<file path="src/design/hfp_params.svh">
/*
  Constants of the host register port: offsets, reset values, field positions.
  Assumes inclusion by the package and by every design file that needs a number.
*/
// Notes on behaviour
// RULE_01 - Reading the status pop port returns the oldest entry and removes it.
// RULE_02 - Reading the status peek port returns the oldest entry, leaving the queue.
// RULE_03 - Transmit data window is write only; each write pushes one word. In 16-bit mode the code pushes one word per pair of halfword writes.
// RULE_04 - In 32-bit mode the window is eight doubleword aliases, 20h to 3Ch.
// RULE_05 - In 16-bit mode the same window holds sixteen halfword aliases.
// RULE_06 - Every alias of the window pushes into the one same data queue.
// RULE_07 - Control and status registers decode directly at offsets 50h to B4h.
// RULE_08 - 60h, 94h, B8h-FCh are reserved; host never writes, reads undefined.
// RULE_09 - Byte order test register is read only and returns 87654321h.
// RULE_10 - Identity bits 31-16 are a read-only design code.
// RULE_11 - Identity bits 15-0 are a read-only silicon revision.
// RULE_12 - Timer configuration and timer count both reset to 0000FFFFh.
// RULE_13 - MAC registers are reached via command at A4h and data at A8h.
// RULE_14 - Configuration memory is reached via command at B0h and data at B4h.
// RULE_15 - Reads of write-only locations, the data window included, return zero.
// RULE_16 - Writes to read-only registers are ignored.
// RULE_17 - Any reset loads every configuration register with its default.
// RULE_18 - Offsets are byte addresses of aligned 32-bit registers, full-width access.
`ifndef HFP_PARAMS_SVH
`define HFP_PARAMS_SVH

// ----------------------------------------
// Offsets
// ----------------------------------------
`define HFP_OFS_STS_POP 8'h48
`define HFP_OFS_STS_PEEK 8'h4c
`define HFP_OFS_TXD_LO 8'h20
`define HFP_OFS_TXD_HI 8'h3c
`define HFP_OFS_ID 8'h50
`define HFP_OFS_IRQ_CFG 8'h54
`define HFP_OFS_INTERRUPT_STATUS 8'h58
`define HFP_OFS_INT_EN 8'h5c
`define HFP_OFS_BYTE_TEST 8'h64
`define HFP_OFS_FIFO_INT 8'h68
`define HFP_OFS_RX_CFG 8'h6c
`define HFP_OFS_TX_CFG 8'h70
`define HFP_OFS_HARDWARE_CONFIG 8'h74
`define HFP_OFS_RX_DP 8'h78
`define HFP_OFS_RX_INF 8'h7c
`define HFP_OFS_TX_INF 8'h80
`define HFP_OFS_PMT 8'h84
`define HFP_OFS_GPIO 8'h88
`define HFP_OFS_TMR_CFG 8'h8c
`define HFP_OFS_TMR_CNT 8'h90
`define HFP_OFS_SWAP 8'h98
`define HFP_OFS_FREE_RUN 8'h9c
`define HFP_OFS_RX_DROP 8'ha0
`define HFP_OFS_MAC_CMD 8'ha4
`define HFP_OFS_MAC_DATA 8'ha8
`define HFP_OFS_AFC 8'hac
`define HFP_OFS_MEM_CMD 8'hb0
`define HFP_OFS_MEM_DATA 8'hb4

// ----------------------------------------
// Reset values and constants
// ----------------------------------------
`define HFP_RST_ZERO 32'h0000_0000
`define HFP_RST_FIFO_INT 32'h4800_0000
`define HFP_RST_HARDWARE_CONFIG 32'h0005_0000
`define HFP_RST_TX_INF 32'h0000_1200
`define HFP_RST_TIMER 32'h0000_ffff
`define HFP_BYTE_PATTERN 32'h8765_4321
// Arbitrary neutral identity values
`define HFP_CHIP_CODE 16'h0a5c
`define HFP_CHIP_REV 16'h0003

// ----------------------------------------
// Fields and sizes
// ----------------------------------------
`define HFP_ID_CODE_LSB 16
`define HFP_TXINF_FREE_LSB 0
`define HFP_TXINF_USED_LSB 16
`define HFP_FIFO_AW 4
`define HFP_FIFO_DEPTH 16

`endif

</file>
<file path="src/design/hfp_pkg.sv">
/*
  Types of the host register port.
  Assumes the constants header is on the include path.
*/
`include "hfp_params.svh"
package hfp_pkg;

  // ----------------------------------------
  // Host bus request
  // ----------------------------------------
  typedef struct packed {
    logic rd;
    logic wr;
    logic [7:0] addr;
    logic [31:0] wdata;
  } hfp_req_t;

  typedef enum logic [2:0] {
    HFP_IDLE = 3'b001,
    HFP_READ = 3'b010,
    HFP_HOLD = 3'b100
  } hfp_state_t;

endpackage

</file>
<file path="src/design/hfp_mem.sv">
/*
  Small two-port memory for a queue: one write port, one registered read port.
  Assumes a single clock; read data follows the address one edge later.
*/
`timescale 1ns/100ps
`include "hfp_params.svh"
module hfp_mem (
  // Clock
  input wire logic clk,
  // Write side
  input wire logic we,
  input wire logic [`HFP_FIFO_AW-1:0] waddr,
  input wire logic [31:0] wdata,
  // Read side
  input wire logic [`HFP_FIFO_AW-1:0] raddr,
  output logic [31:0] rdata
);
  logic [31:0] mem [`HFP_FIFO_DEPTH];

  always_ff @(posedge clk) begin
    if (we) begin
      mem[waddr] <= wdata;
    end
    rdata <= mem[raddr];
  end
endmodule // hfp_mem

</file>
<file path="src/design/hfp_queue.sv">
/*
  Synchronous first-in first-out queue of 32-bit words built on hfp_mem.
  Head word appears on head_data at the edge it becomes the head, but no earlier than one edge after it is written.
  Assumes callers never push when full nor pop when empty (both are ignored).
*/
`timescale 1ns/100ps
`include "hfp_params.svh"
module hfp_queue (
  // Clock and reset
  input wire logic clk,
  input wire logic rst_n,
  // Fill side
  input wire logic push,
  input wire logic [31:0] push_data,
  // Drain side
  input wire logic pop,
  output logic [31:0] head_data,
  output logic [`HFP_FIFO_AW:0] level
);
  logic [`HFP_FIFO_AW-1:0] wp_reg, wp_next, rp_reg, rp_next;
  logic [`HFP_FIFO_AW:0] lvl_reg, lvl_next;
  logic do_push, do_pop;

  always_comb begin
    do_push = push && (lvl_reg != (`HFP_FIFO_AW+1)'(`HFP_FIFO_DEPTH));
    do_pop = pop && (lvl_reg != '0);
    wp_next = do_push ? wp_reg + 1'b1 : wp_reg;
    rp_next = do_pop ? rp_reg + 1'b1 : rp_reg;
    lvl_next = lvl_reg + {{`HFP_FIFO_AW{1'b0}}, do_push} - {{`HFP_FIFO_AW{1'b0}}, do_pop};
  end

  always_ff @(posedge clk) begin
    if (!rst_n) begin
      wp_reg <= '0;
      rp_reg <= '0;
      lvl_reg <= '0;
    end else begin
      wp_reg <= wp_next;
      rp_reg <= rp_next;
      lvl_reg <= lvl_next;
    end
  end

  assign level = lvl_reg;

  // Read address uses the next pointer so the head is fresh right after a pop
  hfp_mem u_mem (
    .clk(clk),
    .we(do_push),
    .waddr(wp_reg),
    .wdata(push_data),
    .raddr(rp_next),
    .rdata(head_data)
  );
endmodule // hfp_queue

</file>
<file path="src/design/hfp_regs.sv">
/*
  Host register port: direct decode of the control and status map, the
  transmit status pop and peek ports, and the aliased transmit data window.
  Assumes an SRAM-like host: one-cycle RD or WR strobe with stable address,
  read data valid two edges after the read strobe (RDATA_VALID marks it).
  Transmit status entries come from the transmit engine on STS_PUSH.
*/
`timescale 1ns/100ps
`include "hfp_params.svh"
module hfp_regs (
  // Clock and reset
  input wire logic CLK,
  input wire logic RST_N,
  // Bus width strap: high selects 16-bit mode
  input wire logic BUS16,
  // Host bus
  input wire logic RD,
  input wire logic WR,
  input wire logic [7:0] ADDR,
  input wire logic [31:0] WDATA,
  output logic [31:0] RDATA,
  output logic RDATA_VALID,
  // Transmit data queue side
  output logic TXD_PUSH,
  output logic [31:0] TXD_DATA,
  // Transmit status from engine
  input wire logic STS_PUSH,
  input wire logic [31:0] STS_DATA,
  // Indirect access strobes
  output logic MAC_CMD_WR,
  output logic MEM_CMD_WR,
  output logic [31:0] MAC_CMD,
  output logic [31:0] MEM_CMD
);
  hfp_pkg::hfp_req_t req;
  hfp_pkg::hfp_state_t st_reg, st_next;
  logic [7:0] raddr_reg, raddr_next;
  logic [31:0] rdata_reg, rdata_next;
  logic rv_reg, rv_next;
  logic txd_push_reg, txd_push_next;
  logic [31:0] txd_data_reg, txd_data_next;
  logic mac_wr_reg, mac_wr_next, mem_wr_reg, mem_wr_next;
  logic [31:0] sts_head;
  logic [`HFP_FIFO_AW:0] sts_level;
  logic sts_pop;
  logic in_window;
  logic [15:0] half_reg, half_next;
  logic half_have_reg, half_have_next;

  // ----------------------------------------
  // Register storage: writable registers, the timer count and the free-running counter
  // ----------------------------------------
  logic [31:0] irq_cfg_reg, irq_cfg_next;
  logic [31:0] interrupt_status_reg, interrupt_status_next;
  logic [31:0] int_en_reg, int_en_next;
  logic [31:0] fifo_int_reg, fifo_int_next;
  logic [31:0] rx_cfg_reg, rx_cfg_next;
  logic [31:0] tx_cfg_reg, tx_cfg_next;
  logic [31:0] hardware_config_reg, hardware_config_next;
  logic [31:0] rx_dp_reg, rx_dp_next;
  logic [31:0] pmt_reg, pmt_next;
  logic [31:0] gpio_reg, gpio_next;
  logic [31:0] tmr_cfg_reg, tmr_cfg_next;
  logic [31:0] tmr_cnt_reg, tmr_cnt_next;
  logic [31:0] swap_reg, swap_next;
  logic [31:0] free_reg, free_next;
  logic [31:0] mac_cmd_reg, mac_cmd_next;
  logic [31:0] mac_data_reg, mac_data_next;
  logic [31:0] afc_reg, afc_next;
  logic [31:0] mem_cmd_reg, mem_cmd_next;
  logic [31:0] mem_data_reg, mem_data_next;

  assign req = '{rd: RD, wr: WR, addr: ADDR, wdata: WDATA};

  // Whole window is one queue; low address bits are ignored on purpose
  assign in_window = (req.addr >= `HFP_OFS_TXD_LO) && (req.addr <= (`HFP_OFS_TXD_HI + 8'h03)); // [RULE_04] [RULE_06]
  // Pop in the answer cycle: the head is muxed out first, then the queue advances
  assign sts_pop = (st_reg == hfp_pkg::HFP_READ) && (raddr_reg == `HFP_OFS_STS_POP); // [RULE_01]

  // ----------------------------------------
  // Transmit status queue
  // ----------------------------------------
  hfp_queue u_sts (
    .clk(CLK),
    .rst_n(RST_N),
    .push(STS_PUSH),
    .push_data(STS_DATA),
    .pop(sts_pop),
    .head_data(sts_head),
    .level(sts_level)
  );

  // ----------------------------------------
  // Bus sequencing and data window
  // ----------------------------------------
  always_comb begin
    st_next = st_reg;
    raddr_next = raddr_reg;
    rv_next = 1'b0;
    txd_push_next = 1'b0;
    txd_data_next = txd_data_reg;
    half_next = half_reg;
    half_have_next = half_have_reg;
    unique case (st_reg)
      hfp_pkg::HFP_IDLE: begin
        if (req.rd) begin
          raddr_next = req.addr;
          st_next = hfp_pkg::HFP_READ;
        end else if (req.wr && in_window) begin
          if (!BUS16) begin
            txd_push_next = 1'b1; // [RULE_03] [RULE_06]
            txd_data_next = req.wdata;
          end else if (!half_have_reg) begin
            half_next = req.wdata[15:0]; // [RULE_05]
            half_have_next = 1'b1;
          end else begin
            txd_push_next = 1'b1; // [RULE_05]
            txd_data_next = {req.wdata[15:0], half_reg};
            half_have_next = 1'b0;
          end
        end
      end
      hfp_pkg::HFP_READ: begin
        rv_next = 1'b1;
        st_next = hfp_pkg::HFP_HOLD;
      end
      hfp_pkg::HFP_HOLD: begin
        st_next = hfp_pkg::HFP_IDLE;
      end
      default: begin
        st_next = hfp_pkg::HFP_IDLE;
      end
    endcase
  end

  // ----------------------------------------
  // Read mux
  // ----------------------------------------
  always_comb begin
    rdata_next = rdata_reg;
    if (st_reg == hfp_pkg::HFP_READ) begin
      unique case (raddr_reg)
        `HFP_OFS_STS_POP, `HFP_OFS_STS_PEEK: rdata_next = sts_head; // [RULE_01] [RULE_02]
        `HFP_OFS_ID: rdata_next = {`HFP_CHIP_CODE, `HFP_CHIP_REV}; // [RULE_10] [RULE_11]
        `HFP_OFS_IRQ_CFG: rdata_next = irq_cfg_reg; // [RULE_07]
        `HFP_OFS_INTERRUPT_STATUS: rdata_next = interrupt_status_reg;
        `HFP_OFS_INT_EN: rdata_next = int_en_reg;
        `HFP_OFS_BYTE_TEST: rdata_next = `HFP_BYTE_PATTERN; // [RULE_09]
        `HFP_OFS_FIFO_INT: rdata_next = fifo_int_reg;
        `HFP_OFS_RX_CFG: rdata_next = rx_cfg_reg;
        `HFP_OFS_TX_CFG: rdata_next = tx_cfg_reg;
        `HFP_OFS_HARDWARE_CONFIG: rdata_next = hardware_config_reg;
        `HFP_OFS_RX_DP: rdata_next = rx_dp_reg;
        `HFP_OFS_RX_INF: rdata_next = `HFP_RST_ZERO;
        `HFP_OFS_TX_INF: rdata_next = `HFP_RST_TX_INF | (32'(sts_level) << `HFP_TXINF_USED_LSB);
        `HFP_OFS_PMT: rdata_next = pmt_reg;
        `HFP_OFS_GPIO: rdata_next = gpio_reg;
        `HFP_OFS_TMR_CFG: rdata_next = tmr_cfg_reg;
        `HFP_OFS_TMR_CNT: rdata_next = tmr_cnt_reg;
        `HFP_OFS_SWAP: rdata_next = swap_reg;
        `HFP_OFS_FREE_RUN: rdata_next = free_reg;
        `HFP_OFS_RX_DROP: rdata_next = `HFP_RST_ZERO;
        `HFP_OFS_MAC_CMD: rdata_next = mac_cmd_reg; // [RULE_13]
        `HFP_OFS_MAC_DATA: rdata_next = mac_data_reg; // [RULE_13]
        `HFP_OFS_AFC: rdata_next = afc_reg;
        `HFP_OFS_MEM_CMD: rdata_next = mem_cmd_reg; // [RULE_14]
        `HFP_OFS_MEM_DATA: rdata_next = mem_data_reg; // [RULE_14]
        // Data window, reserved and unmapped reads give zero
        default: rdata_next = `HFP_RST_ZERO; // [RULE_15] [RULE_08]
      endcase
    end
  end

  // ----------------------------------------
  // Register writes; read-only offsets fall through untouched
  // ----------------------------------------
  always_comb begin
    irq_cfg_next = irq_cfg_reg;
    interrupt_status_next = interrupt_status_reg;
    int_en_next = int_en_reg;
    fifo_int_next = fifo_int_reg;
    rx_cfg_next = rx_cfg_reg;
    tx_cfg_next = tx_cfg_reg;
    hardware_config_next = hardware_config_reg;
    rx_dp_next = rx_dp_reg;
    pmt_next = pmt_reg;
    gpio_next = gpio_reg;
    tmr_cfg_next = tmr_cfg_reg;
    swap_next = swap_reg;
    mac_cmd_next = mac_cmd_reg;
    mac_data_next = mac_data_reg;
    afc_next = afc_reg;
    mem_cmd_next = mem_cmd_reg;
    mem_data_next = mem_data_reg;
    mac_wr_next = 1'b0;
    mem_wr_next = 1'b0;
    free_next = free_reg + 32'h0000_0001;
    // Count runs down every cycle and reloads with its period from the timer configuration at zero; a timer configuration write also loads it
    tmr_cnt_next = (tmr_cnt_reg == '0) ? tmr_cfg_reg : tmr_cnt_reg - 32'h0000_0001;
    if (st_reg == hfp_pkg::HFP_IDLE && req.wr) begin
      unique case (req.addr) // [RULE_07] [RULE_16] [RULE_18]
        `HFP_OFS_IRQ_CFG: irq_cfg_next = req.wdata;
        `HFP_OFS_INTERRUPT_STATUS: interrupt_status_next = interrupt_status_reg & ~req.wdata;
        `HFP_OFS_INT_EN: int_en_next = req.wdata;
        `HFP_OFS_FIFO_INT: fifo_int_next = req.wdata;
        `HFP_OFS_RX_CFG: rx_cfg_next = req.wdata;
        `HFP_OFS_TX_CFG: tx_cfg_next = req.wdata;
        `HFP_OFS_HARDWARE_CONFIG: hardware_config_next = req.wdata;
        `HFP_OFS_RX_DP: rx_dp_next = req.wdata;
        `HFP_OFS_PMT: pmt_next = req.wdata;
        `HFP_OFS_GPIO: gpio_next = req.wdata;
        `HFP_OFS_TMR_CFG: begin
          tmr_cfg_next = req.wdata;
          tmr_cnt_next = req.wdata;
        end
        `HFP_OFS_SWAP: swap_next = req.wdata;
        `HFP_OFS_MAC_CMD: begin
          mac_cmd_next = req.wdata; // [RULE_13]
          mac_wr_next = 1'b1;
        end
        `HFP_OFS_MAC_DATA: mac_data_next = req.wdata;
        `HFP_OFS_AFC: afc_next = req.wdata;
        `HFP_OFS_MEM_CMD: begin
          mem_cmd_next = req.wdata; // [RULE_14]
          mem_wr_next = 1'b1;
        end
        `HFP_OFS_MEM_DATA: mem_data_next = req.wdata;
        default: begin
        end
      endcase
    end
  end

  // ----------------------------------------
  // State registers
  // ----------------------------------------
  always_ff @(posedge CLK) begin
    if (!RST_N) begin
      st_reg <= hfp_pkg::HFP_IDLE;
      raddr_reg <= '0;
      rdata_reg <= `HFP_RST_ZERO;
      rv_reg <= 1'b0;
      txd_push_reg <= 1'b0;
      txd_data_reg <= `HFP_RST_ZERO;
      half_reg <= '0;
      half_have_reg <= 1'b0;
      mac_wr_reg <= 1'b0;
      mem_wr_reg <= 1'b0;
      irq_cfg_reg <= `HFP_RST_ZERO; // [RULE_17]
      interrupt_status_reg <= `HFP_RST_ZERO;
      int_en_reg <= `HFP_RST_ZERO;
      fifo_int_reg <= `HFP_RST_FIFO_INT;
      rx_cfg_reg <= `HFP_RST_ZERO;
      tx_cfg_reg <= `HFP_RST_ZERO;
      hardware_config_reg <= `HFP_RST_HARDWARE_CONFIG;
      rx_dp_reg <= `HFP_RST_ZERO;
      pmt_reg <= `HFP_RST_ZERO;
      gpio_reg <= `HFP_RST_ZERO;
      tmr_cfg_reg <= `HFP_RST_TIMER; // [RULE_12]
      tmr_cnt_reg <= `HFP_RST_TIMER; // [RULE_12]
      swap_reg <= `HFP_RST_ZERO;
      free_reg <= `HFP_RST_ZERO;
      mac_cmd_reg <= `HFP_RST_ZERO;
      mac_data_reg <= `HFP_RST_ZERO;
      afc_reg <= `HFP_RST_ZERO;
      mem_cmd_reg <= `HFP_RST_ZERO;
      mem_data_reg <= `HFP_RST_ZERO;
    end else begin
      st_reg <= st_next;
      raddr_reg <= raddr_next;
      rdata_reg <= rdata_next;
      rv_reg <= rv_next;
      txd_push_reg <= txd_push_next;
      txd_data_reg <= txd_data_next;
      half_reg <= half_next;
      half_have_reg <= half_have_next;
      mac_wr_reg <= mac_wr_next;
      mem_wr_reg <= mem_wr_next;
      irq_cfg_reg <= irq_cfg_next;
      interrupt_status_reg <= interrupt_status_next;
      int_en_reg <= int_en_next;
      fifo_int_reg <= fifo_int_next;
      rx_cfg_reg <= rx_cfg_next;
      tx_cfg_reg <= tx_cfg_next;
      hardware_config_reg <= hardware_config_next;
      rx_dp_reg <= rx_dp_next;
      pmt_reg <= pmt_next;
      gpio_reg <= gpio_next;
      tmr_cfg_reg <= tmr_cfg_next;
      tmr_cnt_reg <= tmr_cnt_next;
      swap_reg <= swap_next;
      free_reg <= free_next;
      mac_cmd_reg <= mac_cmd_next;
      mac_data_reg <= mac_data_next;
      afc_reg <= afc_next;
      mem_cmd_reg <= mem_cmd_next;
      mem_data_reg <= mem_data_next;
    end
  end

  assign RDATA = rdata_reg;
  assign RDATA_VALID = rv_reg;
  assign TXD_PUSH = txd_push_reg;
  assign TXD_DATA = txd_data_reg;
  assign MAC_CMD_WR = mac_wr_reg;
  assign MEM_CMD_WR = mem_wr_reg;
  assign MAC_CMD = mac_cmd_reg;
  assign MEM_CMD = mem_cmd_reg;

  // ----------------------------------------
  // Checks
  // ----------------------------------------
  chk_byte_pattern: assert property (@(posedge CLK) disable iff (!RST_N) // [RULE_09]
    (st_reg == hfp_pkg::HFP_IDLE && RD && ADDR == `HFP_OFS_BYTE_TEST)
      |-> ##2 (RDATA_VALID && RDATA == `HFP_BYTE_PATTERN))
    else $error("byte order pattern wrong");
  chk_id_value: assert property (@(posedge CLK) disable iff (!RST_N) // [RULE_10]
    (st_reg == hfp_pkg::HFP_IDLE && RD && ADDR == `HFP_OFS_ID)
      |-> ##2 (RDATA[31:16] == `HFP_CHIP_CODE))
    else $error("identity code wrong");
  chk_rev_value: assert property (@(posedge CLK) disable iff (!RST_N) // [RULE_11]
    (st_reg == hfp_pkg::HFP_IDLE && RD && ADDR == `HFP_OFS_ID)
      |-> ##2 (RDATA[15:0] == `HFP_CHIP_REV))
    else $error("revision wrong");
  chk_window_push: assert property (@(posedge CLK) disable iff (!RST_N) // [RULE_04]
    (st_reg == hfp_pkg::HFP_IDLE && WR && !RD && in_window && !BUS16)
      |=> (TXD_PUSH && TXD_DATA == $past(WDATA)))
    else $error("window write did not push");
  chk_half_pair: assert property (@(posedge CLK) disable iff (!RST_N) // [RULE_05]
    (st_reg == hfp_pkg::HFP_IDLE && WR && !RD && in_window && BUS16 && !half_have_reg)
      |=> !TXD_PUSH)
    else $error("first halfword pushed early");
  chk_window_reads_zero: assert property (@(posedge CLK) disable iff (!RST_N) // [RULE_15]
    (st_reg == hfp_pkg::HFP_IDLE && RD && in_window) |-> ##2 (RDATA == '0))
    else $error("data window read not zero");
  chk_peek_keeps: assert property (@(posedge CLK) disable iff (!RST_N) // [RULE_02]
    (st_reg == hfp_pkg::HFP_IDLE && RD && ADDR == `HFP_OFS_STS_PEEK && !STS_PUSH)
      |=> (sts_level == $past(sts_level)))
    else $error("peek changed the level");
  chk_pop_drops: assert property (@(posedge CLK) disable iff (!RST_N) // [RULE_01]
    (sts_pop && sts_level != '0 && !STS_PUSH) |=> (sts_level == $past(sts_level) - 1'b1))
    else $error("pop did not remove entry");
  chk_timer_reset: assert property (@(posedge CLK) // [RULE_12]
    $rose(RST_N) |-> (tmr_cfg_reg == `HFP_RST_TIMER))
    else $error("timer config reset wrong");
  chk_ro_ignored: assert property (@(posedge CLK) disable iff (!RST_N) // [RULE_16]
    (st_reg == hfp_pkg::HFP_IDLE && WR && !RD && ADDR == `HFP_OFS_BYTE_TEST)
      |=> (!TXD_PUSH && !MAC_CMD_WR && !MEM_CMD_WR))
    else $error("read-only write had an effect");
endmodule // hfp_regs

</file>
<file path="config.mk">
export PLATFORM = sky130hd
export DESIGN_NAME = hfp_regs
export DESIGN_NICKNAME = d
export VERILOG_FILES = /design/src/design/hfp_pkg.sv /design/src/design/hfp_mem.sv /design/src/design/hfp_queue.sv /design/src/design/hfp_regs.sv
export VERILOG_INCLUDE_DIRS = /design/src /design/src/design
export SDC_FILE = /design/constraint.sdc
export NUM_CORES = 2
export LEC_CHECK = 0
export ABC_AREA = 1
export ABC_CLOCK_PERIOD_IN_PS = 8500
export BUFFER_PORTS_ARGS = -buffer_cell sky130_fd_sc_hd__buf_4
export CELL_PAD_IN_SITES_DETAIL_PLACEMENT = 0
export CELL_PAD_IN_SITES_GLOBAL_PLACEMENT = 1
export CORE_MARGIN = 1
export CORE_UTILIZATION = 50
export DETAILED_ROUTE_END_ITERATION = 7
export GPL_TIMING_DRIVEN = 0
export PLACE_DENSITY_LB_ADDON = 0.3
export SETUP_SLACK_MARGIN = 0.5
export SKIP_CTS_REPAIR_TIMING = 1
export SYNTH_ARGS = -nofsm -noshare
export SYNTH_HDL_FRONTEND = slang
export SYNTH_SLANG_ARGS = --single-unit
</file>
<file path="constraint.sdc">
create_clock -name CLK -period 8.5 [get_ports CLK]
set_clock_uncertainty 0.2 [all_clocks]
set_input_delay 0.85 -clock CLK [delete_from_list [all_inputs] [get_ports CLK]]
set_output_delay 0.85 -clock CLK [all_outputs]
set_load 0.03 [all_outputs]
</file>
* After elaboration in Yosys (flattened, before gate mapping)
Memories as Yosys holds them, arrays and structs flattened. A register that Yosys moved wholly into a read port is not among the register bits.
Index checks and enable logic that the tools add are counted.
** Storage, ports and cells
- Input port bits :: 78
- Output and inout port bits :: 132
- Memory bits (writable) :: 512
- Bits in registers :: 717
- Word-level logic and storage cells :: 143
- Memories kept :: 1
** Memories
- u_sts.u_mem.mem :: words 16, width 32, rd ports 1, clocked after memory_dff 1, wr ports 1, RTL line hfp_mem.sv:18 : logic [31:0] mem [`HFP_FIFO_DEPTH];
** Operators by class
- Mux-type cells :: 17
- Add/subtract/negate cells :: 6
- Equality and inequality tests :: 46
- Reduce and logical (&&, ||, !) cells :: 32
- $lt $le $gt $ge :: 2
- Bitwise gates (word level) :: 7
** Operators by type and width (count)
- 32-bit case mux with 23 select lines :: 1
- 8-bit equality test, second input constant :: 21
- 8-bit by 7-bit equality test with 1-bit output, second input constant :: 20
- 32-bit 2-to-1 mux :: 5
- 2-bit AND reduction :: 19
- 32-bit by 1-bit adder with 32-bit output, second input constant :: 1
- 32-bit AND :: 1
- 32-bit logical NOT :: 1
- 32-bit NOT :: 1
- 32-bit by 1-bit subtractor with 32-bit output, second input constant :: 1
- 4-bit by 1-bit adder with 4-bit output, second input constant :: 2
- 8-bit by 6-bit greater-or-equal comparator with 1-bit output, second input constant :: 1
- 8-bit by 6-bit less-or-equal comparator with 1-bit output, second input constant :: 1
- 1-bit 2-to-1 mux :: 8
- 4-bit AND reduction :: 2
- 1-bit logical AND :: 6
- 3-bit case mux with 2 select lines :: 1
- 5-bit by 1-bit adder with 5-bit output :: 1
- 5-bit != test, second input constant :: 1
- 1-bit NOT :: 5
- 5-bit AND reduction :: 1
- 5-bit nonzero test :: 1
- 5-bit by 1-bit subtractor with 5-bit output :: 1
- 4-bit 2-to-1 mux :: 1
- other kinds (7) :: 7

* Longest topological paths before layout
- Depth in word-level cells :: 5
- Depth in mapped cells :: 16
- Mapped depth without buffers :: 15

* Modules after synthesis
From an unflattened synthesis, not the netlist that was laid out.
** Second synthesis, totals
- Cells, all modules :: 7024
- Area, all modules :: 55988.7 um^2
** Modules (own cells, without submodules)
- hfp_regs :: cells an instance 4792, instances 1, seq. area each 14093.5 um^2, area an instance 32463.6 um^2
- hfp_mem :: cells an instance 2120, instances 1, seq. area each 16015.4 um^2, area an instance 22730.6 um^2
- hfp_queue :: cells an instance 112, instances 1, seq. area each 260.2 um^2, area an instance 794.5 um^2

* Worst setup path before layout
Ideal clock, no wire load.
- Kind :: input -> register
- Start point :: input STS_PUSH
- End point :: memory u_sts.u_mem.mem[11][0], enable pin
- Buffers on the path :: 0
- Slack :: 5.320 ns
- Setup time :: 0.421 ns
- Required time :: 7.879 ns
- Arrival time :: 2.559 ns
- Stages :: 4
- Cell sequence :: nand2_1 -> inv_1 -> nand2_1 -> nor2_1
** Between the ends
- Longest elaborated chain between the ends :: 3
** Ends and longest elaborated chain
- from (decl) :: RTL line hfp_regs.sv:27 : input wire logic STS_PUSH,
- 1-bit logical AND :: RTL line hfp_queue.sv:25 : do_push = push && (lvl_reg != (`HFP_FIFO_AW+1)'(`HFP_FIFO_DEPTH));
- net u_sts.do_push :: RTL line hfp_queue.sv:22 : logic do_push, do_pop;
- 1-bit 2-to-1 mux :: RTL line hfp_mem.sv:21 : if (we) begin
- 1-bit 2-to-1 mux (implied by the code) :: RTL line hfp_mem.sv:22 : mem[waddr] <= wdata;
- to (decl) :: RTL line hfp_mem.sv:18
The timed path passes the listed nets, and every way through them passes these cells.

* Worst setup path in the final report
- Start point :: register raddr_reg[4]
- End point :: register rdata_reg[14], in the netlist RDATA[14]
** Between the ends
- Longest elaborated chain between the ends :: 3
- Elaborated cells on any way between the ends :: 26
- Those cells by class :: eq/ne (24); mux (1); reduce/logical (1)
** Ends and longest elaborated chain
- from (decl) :: RTL line hfp_regs.sv:37 : logic [7:0] raddr_reg, raddr_next;
- from (signal assigned) :: RTL line hfp_regs.sv:270 : raddr_reg <= raddr_next;
- 8-bit by 7-bit equality test with 1-bit output :: RTL line hfp_regs.sv:142 : unique case (raddr_reg)
- 2-bit OR reduction :: RTL line hfp_regs.sv:142
- 32-bit case mux with 23 select lines * :: RTL line hfp_regs.sv:142
- to (signal assigned) :: RTL line hfp_regs.sv:241 : rdata_reg <= `HFP_RST_ZERO;
- to (signal assigned) :: RTL line hfp_regs.sv:271 : rdata_reg <= rdata_next;
- to (decl) :: RTL line hfp_regs.sv:38 : logic [31:0] rdata_reg, rdata_next;
Mark *: on every way between the ends. The rest lies on a longest branch, timed or not.
A chain may end at the register's enable or synchronous reset.

==> results.cfg <==
[grt]
grt_max_degree = 24
grt_first_pass_wirelength_mm = 365
globalRouteOverflowTotal = 0
initial_antenna_violation_count = 19
first_global_vias = 48500
groute.usage.overall = 0.473

[min_path]
worstHoldPathType = in2reg

[detailed_routing]
drtAntennaViolNets = 0
routed_via_density = 6.04
first_iter_violations = 8028
wirelength_mm = 268
wl_per_cell_um = 30.7
vias = 52700
drc = 0
drt-pass1-iter-count = 6

[sta]
unrepaired_setup_endpoints_after_global_routing = false
timing.fmax_ghz = 0.210
slew-limit-headroom = 0.0206
setup_tns_ps = 0
hold_viol = 0
layout_worst_path_cycle_share = 0.559
slew_viol_final = 0
hold-worst-slack_ps = 170
setup_violations = 0
post-route-min-period_ps = 4760
tightestPinTransition_ps = 1470
layout_setup_ws_ps = 3740

[synthesis]
syn-instance-count = 6850
syn_nets = 6943
ys.flop_type = dfxtp_1
synthDominantAreaCellType = edfxtp_1
yosys.cell_types.count = 39
synth_area_per_cell_um2 = 8.03
netlist_top_cells_count = nand2_1, inv_1, nand3_1
synth_seq_cells = 1261
yosys.area.top_type_share = 0.280
synth.yosys.seq_area_share = 0.552
synth.most_common_cell = nand2_1
synthTopCellsByArea = edfxtp_1, dfxtp_1, nand2_1, nand3_1, o21ai_0
synth-async-reset-ratio = 0
mappedNetlistArea_mm2 = 0.0550
number_of_flops_mapped_to_enable_cells_by_yosys = 512
synthesis.yosys.warnings = 0

[cts]
clock_sink_count = 1261
clk_latency_ps = 790
tritoncts = done
cts-buffers-inserted = 139
h_tree_lvl_count = 4
clockBufferDepth = 3
ctsRootBufferMaster = clkbuf_16
clk_pin_slew_worst_paths_ps = 70

[run_status]
run_status = finished clean

[die]
die_height_um = 334
top_ports = 210
fp.dieArea_mm2 = 0.111
floorplan.initialDensity = 0.504
fp.coreArea_mm2 = 0.109
die_w_um = 334
rows = 121

[worst_setup_path]
critical_path.endpoint_type = flop
worst_ep_required_time_ps = 8990
path_class = reg2reg
timing.critical_path.fanout_max = 10
cp_data_arrival_time_ps = 5250
critPathLaunchType = flop

[power_and_ir_drop]
pwr_density_cell_mw_per_mm2 = 212
vdd_ir_drop_max_mv = 0.247
leakagePower_nw = 25.1

[placement]
preCtsSetupSlack_ps = 4390
dp.final_hpwl_mm = 200
place.port_buffers = 193
globalplace.congestion = 1.07
detailed_place.area_mm2 = 0.0587

[layout]
design_area_mm2 = 0.0632
design.final.nets = 7297
layout-drive-gt1-share = 0.0840
largest_reg_flops = 512
final_core_utilization = 0.580
regMostFlops = u_sts.u_mem.mem
area.growth.synth_to_final_pct = 15.0
fillCellCount = 10200

[job]
cap_viol_max_count = 0
placed cells by master (no fill, tap or decap), drive strengths merged:
cell,synthesis,layout
nand3,797,797
o21a,1,1
a21oi,568,568
nor3b,5,5
nor2,423,423
ha,14,14
nor3,39,39
o21bai,1,1
nor4,4,4
nand2,1450,1450
a31oi,5,5
clkinv,2,31
nand4,35,35
clkinvlp,0,1
xor2,14,14
a211oi,50,50
o211ai,10,10
fa,1,1
or2,5,5
xnor2,8,8
diode,0,9
o22ai,3,3
buf,180,393
o221ai,5,5
inv,950,955
edfxtp,512,512
o21ai,747,747
bufinv,0,7
dfxtp,749,749
clkbuf,272,474
routing by layer:
| metal | up-vias | wire, um | track usage |
|---|---|---|---|
| met5 | - | 35 | 0 |
| met4 | 6 | 30000 | 0.445 |
| met3 | 1074 | 27400 | 0.0958 |
| met2 | 3795 | 117000 | 0.728 |
| met1 | 24800 | 93200 | 0.553 |
| li1 | 23000 | - | - |
area by class of cell:
cell class | instances | area (um^2) | share of cell area
clock buffers | 202 | 3990 | 0.0631
flip-flops and latches | 1261 | 30400 | 0.480
inverters | 952 | 3570 | 0.0565
clock inverters | 42 | 505 | 0.00799
plain buffers | 452 | 1900 | 0.0301
multi-input cells | 4185 | 19300 | 0.305
well taps | 1414 | 1770 | 0.0280
repair buffers | 213 | 1830 | 0.0289
diodes | 9 | 22.5 | 0.000356
worst max-delay path: stages (launching register included):
cell and delay, ps:
dfxtp_1 300, buf_2 190, nand2_1 110, nor2_1 770, nand2_1 600, clkbuf_1 680
o21ai_0 1180, nor2_1 130, nand2_1 120, o21ai_1 200, a21oi_1 200
cells by family after synthesis:
kind of cell | after synthesis | synth area share
buffers and inverters | 1404 | 0.0995
adders and majority gates | 15 | 0.00355
xor gates and xnor gates | 22 | 0.00364
AOI/OAI and AO/OA | 1390 | 0.130
and+or+nand+nor | 2758 | 0.211
DFF | 1261 | 0.552
through the flow:
step | power (W) | cells
3_5_place_dp | 0.00738 | 8477
3_3_place_gp | 0.00735 | 8457
4_1_cts | 0.0133 | 8721
5_1_grt | 0.0136 | 8722
2_1_floorplan | 0.00694 | 6850
6_report | 0.0134 | 8730
report_power, final:
part | switching [W] | internal, W
combinational | 0.000660 | 0.000171
clock | 0.00262 | 0.00349
sequential | 0.0000554 | 0.00641
total | 0.00334 | 0.0101
final timing paths:
| path | cells past startpoint | slack [ps] | endpoint | startpoint |
|---|---|---|---|---|
| min reg2reg | 2 | 230 | interrupt_status_reg[25] | interrupt_status_reg[25] |
| max | 10 | 3740 | RDATA[14] | raddr_reg[4] |
| max reg2reg | 10 | 3740 | RDATA[14] | raddr_reg[4] |
| min | 1 | 170 | u_sts.u_mem.mem[15][30] | STS_DATA[30] |
No activity file was read; power rests on OpenSTA's default activity.
